$ cat src/design/bfh_pkg.sv
// package of the buffer host: widths, timing counts, state codes
// assumes a single 20 mhz clock; all device pins sit outside that clock
package bfh_pkg;
	localparam int DATA_W = 8; // byte-wide ports
	localparam int FIFO_DEPTH = 32; // user write staging depth
	localparam int CLK_PERIOD_NS = 50; // 20 mhz
	localparam int READ_ACCESS_TIME_NS = 50; // data valid after request falls
	localparam int RESET_HOLD_TIME_NS = 200; // least reset hold time
	localparam int REREAD_PULSE_NS = 100; // least low time of the reread pulse
	// least times round up, never below one cycle
	localparam int ACCESS_CYC = ((READ_ACCESS_TIME_NS + CLK_PERIOD_NS - 1) / CLK_PERIOD_NS < 1) ? 1 :
		(READ_ACCESS_TIME_NS + CLK_PERIOD_NS - 1) / CLK_PERIOD_NS;
	localparam int RESET_CYC = ((RESET_HOLD_TIME_NS + CLK_PERIOD_NS - 1) / CLK_PERIOD_NS < 1) ? 1 :
		(RESET_HOLD_TIME_NS + CLK_PERIOD_NS - 1) / CLK_PERIOD_NS;
	localparam int REREAD_CYC = ((REREAD_PULSE_NS + CLK_PERIOD_NS - 1) / CLK_PERIOD_NS < 1) ? 1 :
		(REREAD_PULSE_NS + CLK_PERIOD_NS - 1) / CLK_PERIOD_NS;
	localparam int GAP_CYC = 4; // three-flop sync latency plus one
	localparam int CNT_W = 8; // shared cycle counter width
	localparam logic [CNT_W-1:0] ACCESS_LAST = CNT_W'(ACCESS_CYC);
	localparam logic [CNT_W-1:0] RESET_LAST = CNT_W'(RESET_CYC - 1);
	localparam logic [CNT_W-1:0] REREAD_LAST = CNT_W'(REREAD_CYC - 1);
	localparam logic [CNT_W-1:0] GAP_LAST = CNT_W'(GAP_CYC - 1);
	localparam logic [CNT_W-1:0] CNT_ONE = CNT_W'(1);
	// synchronised device status vector layout
	localparam int SYNC_W = 8;
	localparam int IX_READY_A = 7;
	localparam int IX_READY_B = 6;
	localparam int IX_EMPTY_N = 5;
	localparam int IX_FULL_N = 4;
	localparam int IX_FLAGS_LO = 0;
	localparam int FLAGS_W = 4;
	typedef enum logic [7:0] {
		ST_RESET = 8'h01,
		ST_IDLE = 8'h02,
		ST_WSETUP = 8'h04,
		ST_WLOW = 8'h08,
		ST_WHOLD = 8'h10,
		ST_RLOW = 8'h20,
		ST_REREAD = 8'h40,
		ST_GAP = 8'h80
	} bfh_state_t;
endpackage

$ cat src/design/bfh_fifo.sv
// staging fifo for bytes on their way to the buffer device
// assumes one clock and a synchronous active-high reset; depth a power of two
`timescale 1ns/1ps
module bfh_fifo #(
	parameter int WIDTH = 8,
	parameter int DEPTH = 32
) (
	input wire logic clk,
	input wire logic srst,
	input wire logic [WIDTH-1:0] in_data,
	input wire logic in_valid,
	output logic in_ready,
	output logic [WIDTH-1:0] out_data,
	output logic out_valid,
	input wire logic out_ready
);
	localparam int AW = $clog2(DEPTH);
	localparam logic [AW:0] CNT_FULL = (AW+1)'(DEPTH); // array holds depth words
	// whole state of the fifo
	typedef struct packed {
		logic [DEPTH-1:0][WIDTH-1:0] mem; // storage array
		logic [AW-1:0] wp; // write pointer, wraps naturally
		logic [AW-1:0] rp; // read pointer
		logic [AW:0] cnt; // words in the array
		logic [WIDTH-1:0] odata; // registered read data
		logic ovalid; // output register holds a word
		logic iready; // registered space flag
	} bfh_fifo_st_t;
	bfh_fifo_st_t q;
	bfh_fifo_st_t d;
	logic push;
	logic load;

	// next state: push, refill of the output register, honest counts
	always_comb
	begin
		d = q;
		push = in_valid && q.iready;
		load = (q.cnt != '0) && (!q.ovalid || out_ready);
		if (push)
		begin
			d.mem[q.wp] = in_data;
			d.wp = q.wp + 1'b1;
		end
		// consumer took the word
		if (out_ready && q.ovalid)
			d.ovalid = 1'b0;
		// refill wins over the drain in the same cycle
		if (load)
		begin
			d.odata = q.mem[q.rp];
			d.ovalid = 1'b1;
			d.rp = q.rp + 1'b1;
		end
		d.cnt = q.cnt + (AW+1)'(push) - (AW+1)'(load);
		// ready one cycle late after reset; costs nothing, keeps it a flop
		d.iready = (d.cnt != CNT_FULL);
	end

	// registers
	always_ff @(posedge clk)
	begin
		if (srst)
			q <= '0;
		else
			q <= d;
	end

	assign in_ready = q.iready;
	assign out_data = q.odata;
	assign out_valid = q.ovalid;
endmodule

$ cat src/design/bfh_host.sv
// host controller that drives a bidirectional byte buffer device by its pins
// assumes the device pins are asynchronous to CLK; two-way buses split in/out/enable
`timescale 1ns/1ps
// Contract
// - request only while that port ready high
// - reset, requests, reread held high long enough
// - write data stable around request rising edge
// - forced read drains under 64 bytes
// - reread input high except retransmit pulse
// - cascade output looped to cascade input
module bfh_host
	import bfh_pkg::*;
(
	input wire logic CLK,
	input wire logic SRST,
	input wire logic [DATA_W-1:0] WR_DATA,
	input wire logic WR_VALID,
	output logic WR_READY,
	output logic [DATA_W-1:0] RD_DATA,
	output logic RD_VALID,
	input wire logic RD_READY,
	input wire logic DIR_A_WRITES,
	input wire logic FLUSH_REQ,
	input wire logic REREAD_REQ,
	input wire logic [DATA_W-1:0] PORT_A_BUS_I,
	output logic [DATA_W-1:0] PORT_A_BUS_O,
	output logic PORT_A_BUS_OE_N,
	input wire logic [DATA_W-1:0] PORT_B_BUS_I,
	output logic [DATA_W-1:0] PORT_B_BUS_O,
	output logic PORT_B_BUS_OE_N,
	output logic REQ_A_N,
	output logic REQ_B_N,
	input wire logic READY_A,
	input wire logic READY_B,
	output logic DEV_RESET,
	output logic PORT_DIRECTION_SELECT,
	output logic FORCED_READ_REQUEST,
	output logic LEAD_OR_REREAD_INPUT,
	input wire logic DEV_EMPTY_N,
	input wire logic DEV_FULL_N,
	input wire logic [FLAGS_W-1:0] DEV_FLAGS,
	output logic STATUS_EMPTY_N,
	output logic STATUS_FULL_N,
	output logic [FLAGS_W-1:0] STATUS_FLAGS,
	output logic BUSY
);
	// whole state of the controller
	typedef struct packed {
		bfh_state_t st; // sequencer
		logic [CNT_W-1:0] cnt; // cycle counter of the current phase
		logic [CNT_W-1:0] rst_len; // cycles the device reset has been high
		logic [SYNC_W-1:0] s1; // first sync stage
		logic [SYNC_W-1:0] s2; // second sync stage
		logic [SYNC_W-1:0] s3; // third sync stage
		logic [SYNC_W-1:0] filt; // accepted pin levels
		logic dir; // port A is the write port
		logic req_w_n; // write-port request
		logic req_r_n; // read-port request
		logic req_a_n; // mapped pin copies
		logic req_b_n;
		logic [DATA_W-1:0] wbus; // write data driven out
		logic woe_n; // write bus enable, low drives
		logic oe_a_n;
		logic oe_b_n;
		logic dev_rst;
		logic force_rd;
		logic lead;
		logic reread_pend; // retransmit asked, not yet done
		logic last_rd; // fairness between read and write
		logic [DATA_W-1:0] rd_data;
		logic rd_valid;
		logic busy;
	} bfh_host_st_t;

	// reset value: device held in reset, both request pins and the reread pulse pin high
	localparam bfh_host_st_t HOST_RST = '{st: ST_RESET, req_w_n: 1'b1, req_r_n: 1'b1, req_a_n: 1'b1,
		req_b_n: 1'b1, woe_n: 1'b1, oe_a_n: 1'b1, oe_b_n: 1'b1, dev_rst: 1'b1, lead: 1'b1,
		dir: 1'b1, busy: 1'b1, default: '0};

	bfh_host_st_t q;
	bfh_host_st_t d;
	logic [DATA_W-1:0] fifo_data; // next byte for the device
	logic fifo_valid;
	logic fifo_pop;
	logic rdy_w; // accepted ready of the write port
	logic rdy_r; // accepted ready of the read port
	logic can_wr;
	logic can_rd;
	logic [SYNC_W-1:0] agree; // stages two and three match

	// staging fifo; its ready stalls the user when the device holds us off
	bfh_fifo #(
		.WIDTH(DATA_W),
		.DEPTH(FIFO_DEPTH)
	) u_fifo (
		.clk(CLK),
		.srst(SRST),
		.in_data(WR_DATA),
		.in_valid(WR_VALID),
		.in_ready(WR_READY),
		.out_data(fifo_data),
		.out_valid(fifo_valid),
		.out_ready(fifo_pop)
	);

	// ready per role, picked by the current direction
	assign rdy_w = q.dir ? q.filt[IX_READY_A] : q.filt[IX_READY_B];
	assign rdy_r = q.dir ? q.filt[IX_READY_B] : q.filt[IX_READY_A];

	// next state
	always_comb
	begin
		d = q;
		fifo_pop = 1'b0;
		// three-flop sync; a change counts once stages two and three agree
		d.s1 = {READY_A, READY_B, DEV_EMPTY_N, DEV_FULL_N, DEV_FLAGS};
		d.s2 = q.s1;
		d.s3 = q.s2;
		agree = ~(q.s2 ^ q.s3);
		d.filt = (agree & q.s3) | (~agree & q.filt);
		d.force_rd = FLUSH_REQ;
		can_wr = rdy_w && fifo_valid;
		can_rd = rdy_r && (!q.rd_valid || RD_READY);
		// user drains the read byte
		if (RD_READY)
			d.rd_valid = 1'b0;
		d.cnt = q.cnt + CNT_ONE;
		d.rst_len = q.dev_rst ? (q.rst_len + CNT_ONE) : '0;
		case (q.st)
			ST_RESET:
			begin
				// requests and reread stay high all through the hold
				if (q.cnt == RESET_LAST)
				begin
					d.dev_rst = 1'b0;
					d.st = ST_GAP;
					d.cnt = '0;
				end
			end
			ST_IDLE:
			begin
				d.cnt = '0;
				if (q.reread_pend)
				begin
					// requests are high here, as retransmit needs
					d.lead = 1'b0;
					d.reread_pend = 1'b0;
					d.st = ST_REREAD;
				end
				else if (DIR_A_WRITES != q.dir)
				begin
					// direction moves only with both requests high
					d.dir = DIR_A_WRITES;
					d.st = ST_GAP;
				end
				else if (can_rd && (!can_wr || !q.last_rd))
				begin
					d.req_r_n = 1'b0;
					d.last_rd = 1'b1;
					d.st = ST_RLOW;
				end
				else if (can_wr)
				begin
					// byte leaves the fifo now; exactly one per write cycle
					fifo_pop = 1'b1;
					d.wbus = fifo_data;
					d.woe_n = 1'b0;
					d.last_rd = 1'b0;
					d.st = ST_WSETUP;
				end
			end
			ST_WSETUP:
			begin
				// data already out one cycle ahead of the request
				d.req_w_n = 1'b0;
				d.st = ST_WLOW;
			end
			ST_WLOW:
			begin
				// device takes the byte on this rising edge
				d.req_w_n = 1'b1;
				d.st = ST_WHOLD;
			end
			ST_WHOLD:
			begin
				// bus kept one cycle past the rise for hold time
				d.woe_n = 1'b1;
				d.st = ST_GAP;
				d.cnt = '0;
			end
			ST_RLOW:
			begin
				// sample only after the access time; bus is settled by then
				if (q.cnt == ACCESS_LAST)
				begin
					d.rd_data = q.dir ? PORT_B_BUS_I : PORT_A_BUS_I;
					d.rd_valid = 1'b1;
					d.req_r_n = 1'b1;
					d.st = ST_GAP;
					d.cnt = '0;
				end
			end
			ST_REREAD:
			begin
				if (q.cnt == REREAD_LAST)
				begin
					d.lead = 1'b1;
					d.st = ST_GAP;
					d.cnt = '0;
				end
			end
			ST_GAP:
			begin
				// lets a ready drop reach the synchroniser before the next cycle
				if (q.cnt == GAP_LAST)
					d.st = ST_IDLE;
			end
			default:
			begin
				d.st = ST_IDLE;
			end
		endcase
		// a request arriving as the pending one is taken is kept
		if (REREAD_REQ)
			d.reread_pend = 1'b1;
		// map roles onto pins
		d.req_a_n = d.dir ? d.req_w_n : d.req_r_n;
		d.req_b_n = d.dir ? d.req_r_n : d.req_w_n;
		d.oe_a_n = d.dir ? d.woe_n : 1'b1;
		d.oe_b_n = d.dir ? 1'b1 : d.woe_n;
		d.busy = (d.st != ST_IDLE);
	end

	// registers
	always_ff @(posedge CLK)
	begin
		if (SRST)
			q <= HOST_RST;
		else
			q <= d;
	end

	assign RD_DATA = q.rd_data;
	assign RD_VALID = q.rd_valid;
	assign PORT_A_BUS_O = q.wbus;
	assign PORT_B_BUS_O = q.wbus;
	assign PORT_A_BUS_OE_N = q.oe_a_n;
	assign PORT_B_BUS_OE_N = q.oe_b_n;
	assign REQ_A_N = q.req_a_n;
	assign REQ_B_N = q.req_b_n;
	assign DEV_RESET = q.dev_rst;
	assign PORT_DIRECTION_SELECT = q.dir;
	assign FORCED_READ_REQUEST = q.force_rd;
	assign LEAD_OR_REREAD_INPUT = q.lead;
	assign STATUS_EMPTY_N = q.filt[IX_EMPTY_N];
	assign STATUS_FULL_N = q.filt[IX_FULL_N];
	assign STATUS_FLAGS = q.filt[IX_FLAGS_LO +: FLAGS_W];
	assign BUSY = q.busy;

	// checks on what this controller drives
	property p_dir_stable;
		@(posedge CLK) disable iff (SRST) (!q.req_a_n || !q.req_b_n) |-> $stable(q.dir);
	endproperty
	a_dir_stable: assert property (p_dir_stable)
		else $error("direction changed during a request");
	property p_rd_req_ready;
		@(posedge CLK) disable iff (SRST) $fell(q.req_r_n) |-> $past(rdy_r);
	endproperty
	a_rd_req_ready: assert property (p_rd_req_ready)
		else $error("read request without read ready");
	property p_wr_req_ready;
		@(posedge CLK) disable iff (SRST) $fell(q.req_w_n) |-> $past(rdy_w, 2);
	endproperty
	a_wr_req_ready: assert property (p_wr_req_ready)
		else $error("write request without write ready");
	property p_reset_quiet;
		@(posedge CLK) disable iff (SRST) q.dev_rst |-> (q.req_a_n && q.req_b_n && q.lead);
	endproperty
	a_reset_quiet: assert property (p_reset_quiet)
		else $error("pin low during device reset");
	property p_reset_hold;
		@(posedge CLK) disable iff (SRST) $fell(q.dev_rst) |-> ($past(q.rst_len) >= RESET_LAST);
	endproperty
	a_reset_hold: assert property (p_reset_hold)
		else $error("device reset released too early");
	property p_wdata_stable;
		@(posedge CLK) disable iff (SRST) $rose(q.req_w_n) |-> (!q.woe_n && $stable(q.wbus));
	endproperty
	a_wdata_stable: assert property (p_wdata_stable)
		else $error("write data not held at request rise");
	property p_read_wait;
		@(posedge CLK) disable iff (SRST) $fell(q.req_r_n) |-> ##1 !q.req_r_n ##1 (q.req_r_n && q.rd_valid);
	endproperty
	a_read_wait: assert property (p_read_wait)
		else $error("read request not held through access time");
	property p_reread_quiet;
		@(posedge CLK) disable iff (SRST) !q.lead |-> (q.req_a_n && q.req_b_n && !q.dev_rst);
	endproperty
	a_reread_quiet: assert property (p_reread_quiet)
		else $error("request low during retransmit pulse");
	property p_force_follow;
		@(posedge CLK) disable iff (SRST) ##1 (q.force_rd == $past(FLUSH_REQ));
	endproperty
	a_force_follow: assert property (p_force_follow)
		else $error("forced read pin does not follow flush");
endmodule

$ cat config.mk
export PLATFORM = sky130hd
export DESIGN_NAME = bfh_host
export DESIGN_NICKNAME = d
export VERILOG_FILES = /design/src/design/bfh_pkg.sv /design/src/design/bfh_fifo.sv /design/src/design/bfh_host.sv
export SDC_FILE = /design/constraint.sdc
export NUM_CORES = 1
export LEC_CHECK = 0
export ABC_AREA = 1
export BUFFER_PORTS_ARGS = -buffer_cell sky130_fd_sc_hd__buf_2
export CAP_MARGIN = 10
export CORE_AREA = 3 3 164 166
export DETAILED_ROUTE_END_ITERATION = 10
export DIE_AREA = 0 0 167 169
export PLACE_DENSITY = 0.83
export SYNTH_ARGS = -nofsm -noshare
export SYNTH_HDL_FRONTEND = slang
export SYNTH_HIERARCHICAL = 1
export SYNTH_SLANG_ARGS = --single-unit
$ cat constraint.sdc
create_clock -name CLK -period 9.19 [get_ports CLK]
set_input_delay 1.838 -clock CLK [delete_from_list [all_inputs] [get_ports CLK]]
set_output_delay 1.838 -clock CLK [all_outputs]
set_load 0.03 [all_outputs]
==> results of run 1 <==
cells by family (layout without fill, tap and decap cells):
logic type               after synthesis  count (layout)  synth area share, %
AO/OA/AOI/OAI                        533             533                 16.6
multiplexers                           8               8                0.483
XOR/XNOR                               8               8                0.423
AND/OR/NAND/NOR                      962             962                 24.6
flip-flops                           361             361                 43.6
buffers and inverters                495             474                 13.0
adder cells (fa/ha/maj)               16              16                 1.25
cell usage after synthesis (3+ instances only):
master / instances / area share [%]
o211ai_1: 16 / 0.72
buf_1: 12 / 0.27
nand4_1: 6 / 0.23
a211oi_1: 7 / 0.32
buf_4: 42 / 1.9
nor2_4: 11 / 0.75
a21oi_1: 218 / 6.6
nand3_1: 214 / 6.5
o21ai_0: 287 / 8.7
nand2_2: 6 / 0.23
nor2_2: 12 / 0.45
nor2_1: 345 / 7.8
xor2_1: 5 / 0.26
buf_6: 9 / 0.61
xnor2_1: 3 / 0.16
dfxtp_1: 361 / 44
clkbuf_1: 62 / 1.4
mux2i_1: 8 / 0.48
buf_2: 48 / 1.4
inv_1: 307 / 7.0
inv_2: 11 / 0.25
ha_1: 15 / 1.1
nor3_1: 5 / 0.15
nand2_1: 357 / 8.1
report_power, final:
group	total (mW)	internal (mW)	leakage (nW)	switching [mW]
logic	1.03	0.310	4.04	0.724
registers	1.70	1.63	2.92	0.0729
clock network	1.62	1.00	0.667	0.618
total	4.35	2.94	7.62	1.41
registers in the layout, indices dropped and copies added (netlist names), 8 cells and up, named ones only:
name	count
u_fifo/out_data	8
RD_DATA	8
PORT_A_BUS_O	8
u_fifo/q	272
q	29
d	16
final cells by class:
class | count | area [sq um]
multi-input combinational | 1527 | 7190
tap | 335 | 419
timing repair buffer | 85 | 440
clock buffer | 57 | 1180
fill | 2098 | 7930
clock inverter | 11 | 161
sequential | 361 | 7230
inverter | 321 | 1210
path summary, 6_finish.rpt:
path,start,to,slack (ns),cells after the start
max,RD_READY,u_fifo/in_ready$_SDFF_PP0_,4.36,23
max reg2reg,PORT_DIRECTION_SELECT$_SDFF_PP1_,u_fifo/in_ready$_SDFF_PP0_,4.77,22
min reg2reg,d[48]$_SDFF_PP0_,d[40]$_SDFF_PP0_,0.40,2
min,d[48]$_SDFF_PP0_,d[40]$_SDFF_PP0_,0.40,2
metal layers:
metal / up-vias / GRT usage [%] / share of wire (%)
met5: - / 0 / 0
met4: 0 / 11.4 / 3.2
met3: 105 / 4.30 / 7.4
met2: 627 / 49.6 / 48
met1: 6922 / 37.0 / 41
li1: 7437 / - / -
through the flow:
stage	cell area [sq um]	util (%)
after floorplan	16600	-
after global placement	16500	64.0
after detailed placement	16500	64.0
after CTS	17800	69.2
after global routing	17800	69.2
final	17800	69.2
worst max-delay path, stage by stage:
cell and delay [ns]:
buf_2 0.07, inv_1 0.03, nand2_1 0.07, nand3_1 0.11
inv_1 0.10, nand2_2 0.08, nand3_4 0.22, inv_1 0.08
inv_1 0.06, nand2_1 0.06, nand2_1 0.34, clkinv_1 0.37
ha_1 0.39, inv_1 0.06, ha_1 0.17, inv_1 0.07
fa_1 0.40, o21ai_0 0.17, a21oi_1 0.09, xor2_1 0.17
nand3_1 0.10, nor2_1 0.09, nor2_1 0.05
==> run_results.csv, run 1 <==
group,metric,value,unit
cells_and_area,fin_cells,2697,
global_route,grt_pass1_wl,68600,um
worst_setup_path,path_max_fanout,19,
die,die_w,167,um
pwr,p_per_area,244,nW/um^2
timing,maxSlewViolCount,0,
route,vias_per_cell,5.60,
die,fp.dieH,169,um
die,boundaryPins,80,
placed_design,place_worst_setup_slack,3.90,ns
placed_design,placed_cells,2629,
cts,numCtsBuffers,38,
timing,fin_tns_setup,0,ns
cts,cts_resized,0,
route,via_count,15100,
route,drc,0,
pwr,total_power,4.35,mW
route,ant_nets,0,
logic_synthesis,synth_nets,2438,
logic_synthesis,synthCells,2383,
logic_synthesis,synth_ff_type,"dfxtp_1",
route,drt_iter0_drc,1690,
global_route,grt_pass1_vias,14000,
worst_setup_path,crit_arrival,5.21,ns
logic_synthesis,yosys_warnings,6,
cells_and_area,final_cell_mix,"dfxtp_1 (359), nand2_1 (357), nor2_1 (345)",
die,fp.dieArea,28200,sq um
cts,htree_levels,2,
min_path,hp-class,"reg -> reg",
die,start_util,64.3,%
cells_and_area,n_antenna_cell,0,
worst_setup_path,endpoint_kind,"flop",
pwr,power.leakage,7.62,nW
logic_synthesis,synthArstFlopShare,0,%
cells_and_area,syn2layout_area_growth,7.62,%
cts,tritoncts,"done",
die,rows,59,
logic_synthesis,syn_avg_cell_area,6.95,sq um
cts,cts.path.max_buffers,3,
timing,hold_slack,0.400,ns
placed_design,place_congestion,0.980,
run_status,status,"completed",
worst_setup_path,path_class,"in -> reg",
logic_synthesis,synth_edf_count,0,
cts,root_buffer,"clkbuf_16",
logic_synthesis,syn_area,16600,sq um
cts,insertion_delay,0.53,ns
timing,fmax,0.207,GHz
pwr,vdd_ir_drop_max,0.207,mV
timing,relSlewSlack,20.1,%
global_route,grt_usage,28.9,%
route,wl_per_cell,15.6,um
worst_setup_path,required,9.57,ns
cts,holdBufCountCts,0,
cells_and_area,final_common_cell,"dfxtp_1",
timing,setup_viol,0,
route,firstDrtPassIters,6,
cts,clkTransAtPathRegs,0.06,ns
cts,cts_setup_buffers,0,
route,wirelength,42200,um
timing,period_needed,4.83,ns
global_route,grt_remaining_overflow,0,
timing,rsz0062_at_grt,"no",
placed_design,portBuffers,79,
placed_design,dp_hpwl,25500,um
logic_synthesis,ys_types,36,
timing,hold_violations,0,
timing,final_critical_path_setup_slack,4.36,ns
logic_synthesis,synth-seq-cells,361,
timing,skew,0.0132,ns
global_route,antenna_found_initial,0,
worst_setup_path,worstSetupStartpointType,"input port",
global_route,grt_max_degree,145,
cells_and_area,drive_gt1_share,8.47,%
cts,clock-sinks,361,
die,placeableCoreArea,25800,sq um
timing,worst_pin_slew,1.20,ns
run,drv_cap,0,
logic_synthesis,yosysSeqAreaShare,43.6,%
cells_and_area,final_nets,2389,
timing,period_share,52.5,%
Note: power is estimated with default switching activity, not from simulation.
==> run 2, diff against run 1 <==
CORE_AREA = 3 3 177 179   (was 3 3 164 166)
DIE_AREA = 0 0 180 182   (was 0 0 167 169)
PLACE_DENSITY = 0.76   (was 0.83)
clock period = 4.4 ns   (was 9.19 ns; I/O delays follow)
==> run_results.csv, run 2 (same netlist as run 1, synthesis figures left out) <==
group,metric,value,unit
run_status,status,"completed",
timing,rsz0062_at_grt,"no",
cts,cts_setup_buffers,0,
worst_setup_path,path_max_fanout,19,
timing,hold_slack,0.404,ns
worst_setup_path,endpoint_kind,"flop",
worst_setup_path,cp_cell_sequence,"buf_4 > inv_1 > nand2_1 > nand3_1 > inv_1 > nand2_2 > nand3_4 > inv_1 > inv_1 > nand2_1 > nand2_1 > clkinv_1 > ha_1 > inv_1 > ha_1 > inv_1 > fa_1 > o21ai_0 > a21oi_1 > xor2_1 > nand3_1 > nor2_1 > nor2_1",
worst_setup_path,reg2reg_from,"PORT_DIRECTION_SELECT$_SDFF_PP1_",
cts,clkTransAtPathRegs,0.06,ns
cts,tritoncts,"done",
timing,worst_pin_slew,1.16,ns
global_route,grt_remaining_overflow,0,
route,drt_iter0_drc,1298,
global_route,antenna_found_initial,0,
min_path,hp-start,"d[51]$_SDFF_PP0_",
die,fp.dieArea,32800,sq um
cts,numCtsBuffers,39,
cells_and_area,n_antenna_cell,0,
die,rows,63,
pwr,vdd_ir_drop_max,0.361,mV
worst_setup_path,required,4.78,ns
worst_setup_path,crit_slowest_cell,"ha_1",
timing,fmax,0.273,GHz
cells_and_area,largest_reg_flops,272,
cells_and_area,final_nets,2393,
cells_and_area,regMostFlops,"u_fifo/q",
cells_and_area,ff_latch_area,7230,sq um
worst_setup_path,cpMostUsedCell,"inv_1",
placed_design,portBuffers,79,
cts,insertion_delay,0.52,ns
min_path,hold_depth,2,
die,placeableCoreArea,29700,sq um
route,ant_nets,0,
die,fp.dieH,182,um
global_route,grt_usage,24.7,%
route,firstDrtPassIters,6,
route,wl_per_cell,15.2,um
route,vias_per_cell,5.44,
cells_and_area,final_cell_mix,"dfxtp_1 (359), nand2_1 (357), nor2_1 (345)",
die,start_util,55.8,%
placed_design,placed_cells,2687,
route,wirelength,42000,um
cells_and_area,drive_gt1_share,8.50,%
worst_setup_path,r2r_cells,23,
timing,hold_violations,0,
timing,maxSlewViolCount,0,
route,via_count,15000,
cts,root_buffer,"clkbuf_16",
worst_setup_path,path_class,"reg -> reg",
pwr,p_per_area,508,nW/um^2
min_path,hp-class,"reg -> reg",
worst_setup_path,r2r_end,"u_fifo/in_ready$_SDFF_PP0_",
timing,period_share,83.2,%
timing,fin_tns_setup,0,ns
worst_setup_path,crit_arrival,4.04,ns
placed_design,dp_hpwl,25800,um
route,drc,0,
cells_and_area,fin_cells,2756,
global_route,grt_pass1_vias,13900,
timing,period_needed,3.66,ns
global_route,grt_pass1_wl,68500,um
pwr,power.leakage,7.63,nW
cells_and_area,fillers,2716,
worst_setup_path,worstSetupStartpointType,"flop",
cells_and_area,final_common_cell,"dfxtp_1",
die,die_w,180,um
global_route,grt_max_degree,118,
die,boundaryPins,80,
cells_and_area,syn2layout_area_growth,8.25,%
timing,relSlewSlack,22.3,%
cts,clock-sinks,361,
timing,setup_viol,0,
run,drv_cap,0,
cts,cts.path.max_buffers,3,
cts,htree_levels,2,
placed_design,place_congestion,0.922,
cells_and_area,multi_input_area,7190,sq um
timing,skew,0.0156,ns
worst_setup_path,reg2reg_slack,0.74,ns
cts,holdBufCountCts,0,
worst_setup_path,cpPeakStageDelay,0.40,ns
min_path,hold_end,"d[43]$_SDFF_PP0_",
cts,cts_resized,0,
## run 2: where the power goes
part | leakage, nW | internal [mW] | switching [mW]
registers | 2.92 | 3.40 | 0.141
clock network | 0.659 | 2.09 | 1.31
logic | 4.05 | 0.653 | 1.52
total | 7.63 | 6.14 | 2.97
## run 2: cell type report
type	instances	share of cell area, %
clock buffers	57	6.56
clock inverters	12	0.942
inverters	321	6.74
multi-input cells	1527	40.1
flip-flops and latches	361	40.3
well taps	390	2.72
repair buffers	88	2.65
## run 2: how the worst max path moves through the flow
stage | from | slack, ns | to
floorplan | RD_READY | 0.79 | u_fifo/in_ready$_SDFF_PP0_
global placement | RD_READY | 0.41 | u_fifo/in_ready$_SDFF_PP0_
detailed placement | RD_READY | 0.39 | u_fifo/in_ready$_SDFF_PP0_
CTS | PORT_DIRECTION_SELECT$_SDFF_PP1_ | 0.75 | u_fifo/in_ready$_SDFF_PP0_
global route | PORT_DIRECTION_SELECT$_SDFF_PP1_ | 0.48 | u_fifo/in_ready$_SDFF_PP0_
finish | PORT_DIRECTION_SELECT$_SDFF_PP1_ | 0.74 | u_fifo/in_ready$_SDFF_PP0_
## run 2: metal layers
metal  vias up  share of wire (%)  GRT usage (%)
met5         -                  0              0
met1      6948                 43           32.0
met3        85                6.9           4.03
met2       511                 47           42.0
met4         0                3.0           8.73
li1       7460                  -              -
## run 2: critical path: cells and delay by family (launching register included)
| family | cells | cell delay, ns |
|---|---|---|
| AOI/OAI and AO/OA | 2 | 0.26 |
| xor gates and xnor gates | 1 | 0.18 |
| adders and majority gates | 3 | 0.95 |
| buffers and inverters | 8 | 0.94 |
| DFF | 1 | 0.34 |
| and+or+nand+nor | 9 | 0.82 |
## run 2: per-stage QoR
stage	power [mW]	worst slack, ns	area [sq um]	util, %
floorplan	5.29	0.788	16600	-
finish	9.11	0.741	17900	60.4
global placement	5.70	0.409	16600	55.8
detailed placement	5.75	0.388	16600	55.8
global route	9.57	0.483	17900	60.4
CTS	9.14	0.747	17900	60.4
==> run 3, diff against run 2 <==
CORE_AREA = 3 3 168 170   (was 3 3 177 179)
DIE_AREA = 0 0 171 173   (was 0 0 180 182)
PLACE_DENSITY = 0.8   (was 0.76)
clock period = 3.4 ns   (was 4.4 ns; I/O delays follow)
==> run_results.csv, run 3 (same netlist as run 1, synthesis figures left out) <==
group,metric,value,unit
placed_design,place_congestion,0.882,
cells_and_area,syn2layout_area_growth,7.55,%
route,drt_iter0_drc,1522,
worst_setup_path,r2r_cells,22,
timing,worst_pin_slew,0.917,ns
placed_design,place_worst_setup_slack,-0.0129,ns
timing,fmax,0.318,GHz
global_route,grt_usage,27.7,%
timing,maxSlewViolCount,0,
cells_and_area,final_nets,2401,
die,fp.dieH,173,um
cts,numCtsBuffers,38,
pwr,power.leakage,7.62,nW
cells_and_area,design_area,17800,sq um
die,boundaryPins,80,
route,via_count,15300,
route,wl_per_cell,15.6,um
cells_and_area,fin_util,66.3,%
worst_setup_path,crit_arrival,3.52,ns
cells_and_area,n_antenna_cell,0,
worst_setup_path,r2r_end,"u_fifo/in_ready$_SDFF_PP0_",
placed_design,portBuffers,79,
die,rows,60,
global_route,grt_max_degree,146,
pwr,vdd_ir_drop_max,0.606,mV
die,die_w,171,um
min_path,hp-start,"FLUSH_REQ",
route,drc,0,
worst_setup_path,path_max_fanout,4,
timing,final_critical_path_setup_slack,0.252,ns
cells_and_area,fillers,2331,
cells_and_area,largest_reg_flops,272,
die,start_util,61.6,%
route,ant_nets,0,
route,firstDrtPassIters,8,
timing,relSlewSlack,38.9,%
cts,clkTransAtPathRegs,0.06,ns
cells_and_area,drive_gt1_share,8.65,%
pwr,total_power,11.4,mW
worst_setup_path,cpPeakStageDelay,0.40,ns
die,placeableCoreArea,26900,sq um
cts,holdBufCountCts,0,
worst_setup_path,startpoint,"q[84]$_SDFF_PP0_",
route,vias_per_cell,5.63,
route,wirelength,42300,um
cts,root_buffer,"clkbuf_16",
worst_setup_path,reg2reg_slack,0.25,ns
worst_setup_path,reg2reg_from,"q[84]$_SDFF_PP0_",
cts,clock-sinks,361,
cts,tritoncts,"done",
timing,hold_violations,0,
die,fp.dieArea,29600,sq um
worst_setup_path,crit_slowest_cell,"fa_1",
cells_and_area,regMostFlops,"u_fifo/q",
worst_setup_path,endpoint_kind,"flop",
min_path,hold_depth,3,
placed_design,placed_area,16600,sq um
worst_setup_path,cp_cell_sequence,"nor2_4 > nand2_4 > nor2_4 > nand3_2 > clkinv_2 > nand3_4 > inv_1 > inv_1 > nand2_1 > nand2_1 > clkinv_2 > ha_1 > inv_1 > ha_1 > inv_1 > fa_1 > o21ai_1 > a21oi_1 > xor2_1 > nand3_1 > nor2_1 > nor2_1",
worst_setup_path,path_class,"reg -> reg",
timing,skew,0.0241,ns
global_route,antenna_found_initial,0,
worst_setup_path,required,3.78,ns
global_route,grt_remaining_overflow,0,
cts,insertion_delay,0.52,ns
timing,period_needed,3.15,ns
timing,setup_viol,0,
cells_and_area,multi_input_area,7190,sq um
cts,htree_levels,2,
cells_and_area,final_cell_mix,"dfxtp_1 (357), nand2_1 (357), nor2_1 (345)",
global_route,grt_pass1_wl,68800,um
placed_design,dp_hpwl,25500,um
worst_setup_path,worstSetupStartpointType,"flop",
cts,cts.path.max_buffers,3,
cells_and_area,ff_latch_area,7230,sq um
worst_setup_path,crit_end,"u_fifo/in_ready$_SDFF_PP0_",
timing,period_share,92.6,%
run,drv_cap,0,
worst_setup_path,cpMostUsedCell,"inv_1",
pwr,p_per_area,640,nW/um^2
run_status,status,"completed",
global_route,grt_pass1_vias,14300,
min_path,hp-class,"in -> reg",
[run 3: changes by cell type in the layout (fill, tap and decap cells not counted), sizes merged]
cell      delta
clkinv       +2
clkbuf       -2
clkinvlp     -2
buf          +9
bufinv       -3
[run 3: how the worst min path moves through the flow]
stage / endpoint / slack (ns)
floorplan: d[39]$_SDFF_PP0_ / 0.39
global placement: d[39]$_SDFF_PP0_ / 0.39
detailed placement: d[40]$_SDFF_PP0_ / 0.40
CTS: FORCED_READ_REQUEST$_SDFF_PP0_ / 0.36
global route: d[50]$_SDFF_PP0_ / 0.37
finish: FORCED_READ_REQUEST$_SDFF_PP0_ / 0.37
[run 3: metal layers]
layer	up-vias	global-route usage, %	routed length, um
li1	7461	-	-
met1	7060	37.0	18000
met2	637	45.2	19700
met3	117	3.89	3190
met4	0	11.1	1420
met5	-	0	0
[run 3: worst max-delay path, delay by kind of cell (launching register included)]
family / cells / cell delay, ns
AOI/OAI and AO/OA: 2 / 0.23
xor gates and xnor gates: 1 / 0.21
DFF: 1 / 0.35
and+or+nand+nor: 10 / 1.07
buffers and inverters: 6 / 0.36
adders and majority gates: 3 / 0.79
[run 3: layout make-up]
| class | count | share of cell area (%) |
|---|---|---|
| inverters | 321 | 6.79 |
| clock buffers | 55 | 6.15 |
| repair buffers | 97 | 3.33 |
| flip-flops and latches | 361 | 40.6 |
| clock inverters | 9 | 0.414 |
| multi-input cells | 1527 | 40.3 |
| well taps | 341 | 2.39 |
[run 3: per-stage QoR]
step | TNS (ns) | hold WS [ns] | cells
after detailed placement | -0.0129 | 0.395 | 2644
after global routing | -0.0121 | 0.370 | 2711
after global placement | 0 | 0.391 | 2644
after CTS | 0 | 0.357 | 2708
after floorplan | 0 | 0.388 | 2383
final | 0 | 0.368 | 2711
[run 3: timing repair]
action                     in CTS  in global routing
setup buffers                   0                  3
gates resized for setup         0                  3
setup endpoints to repair       0                  1
[run 3: power breakdown]
part / switching [mW] / internal (mW) / total (mW)
logic: 2.05 / 0.919 / 2.97
registers: 0.108 / 4.40 / 4.51
clock network: 1.62 / 2.30 / 3.92
total: 3.78 / 7.63 / 11.4
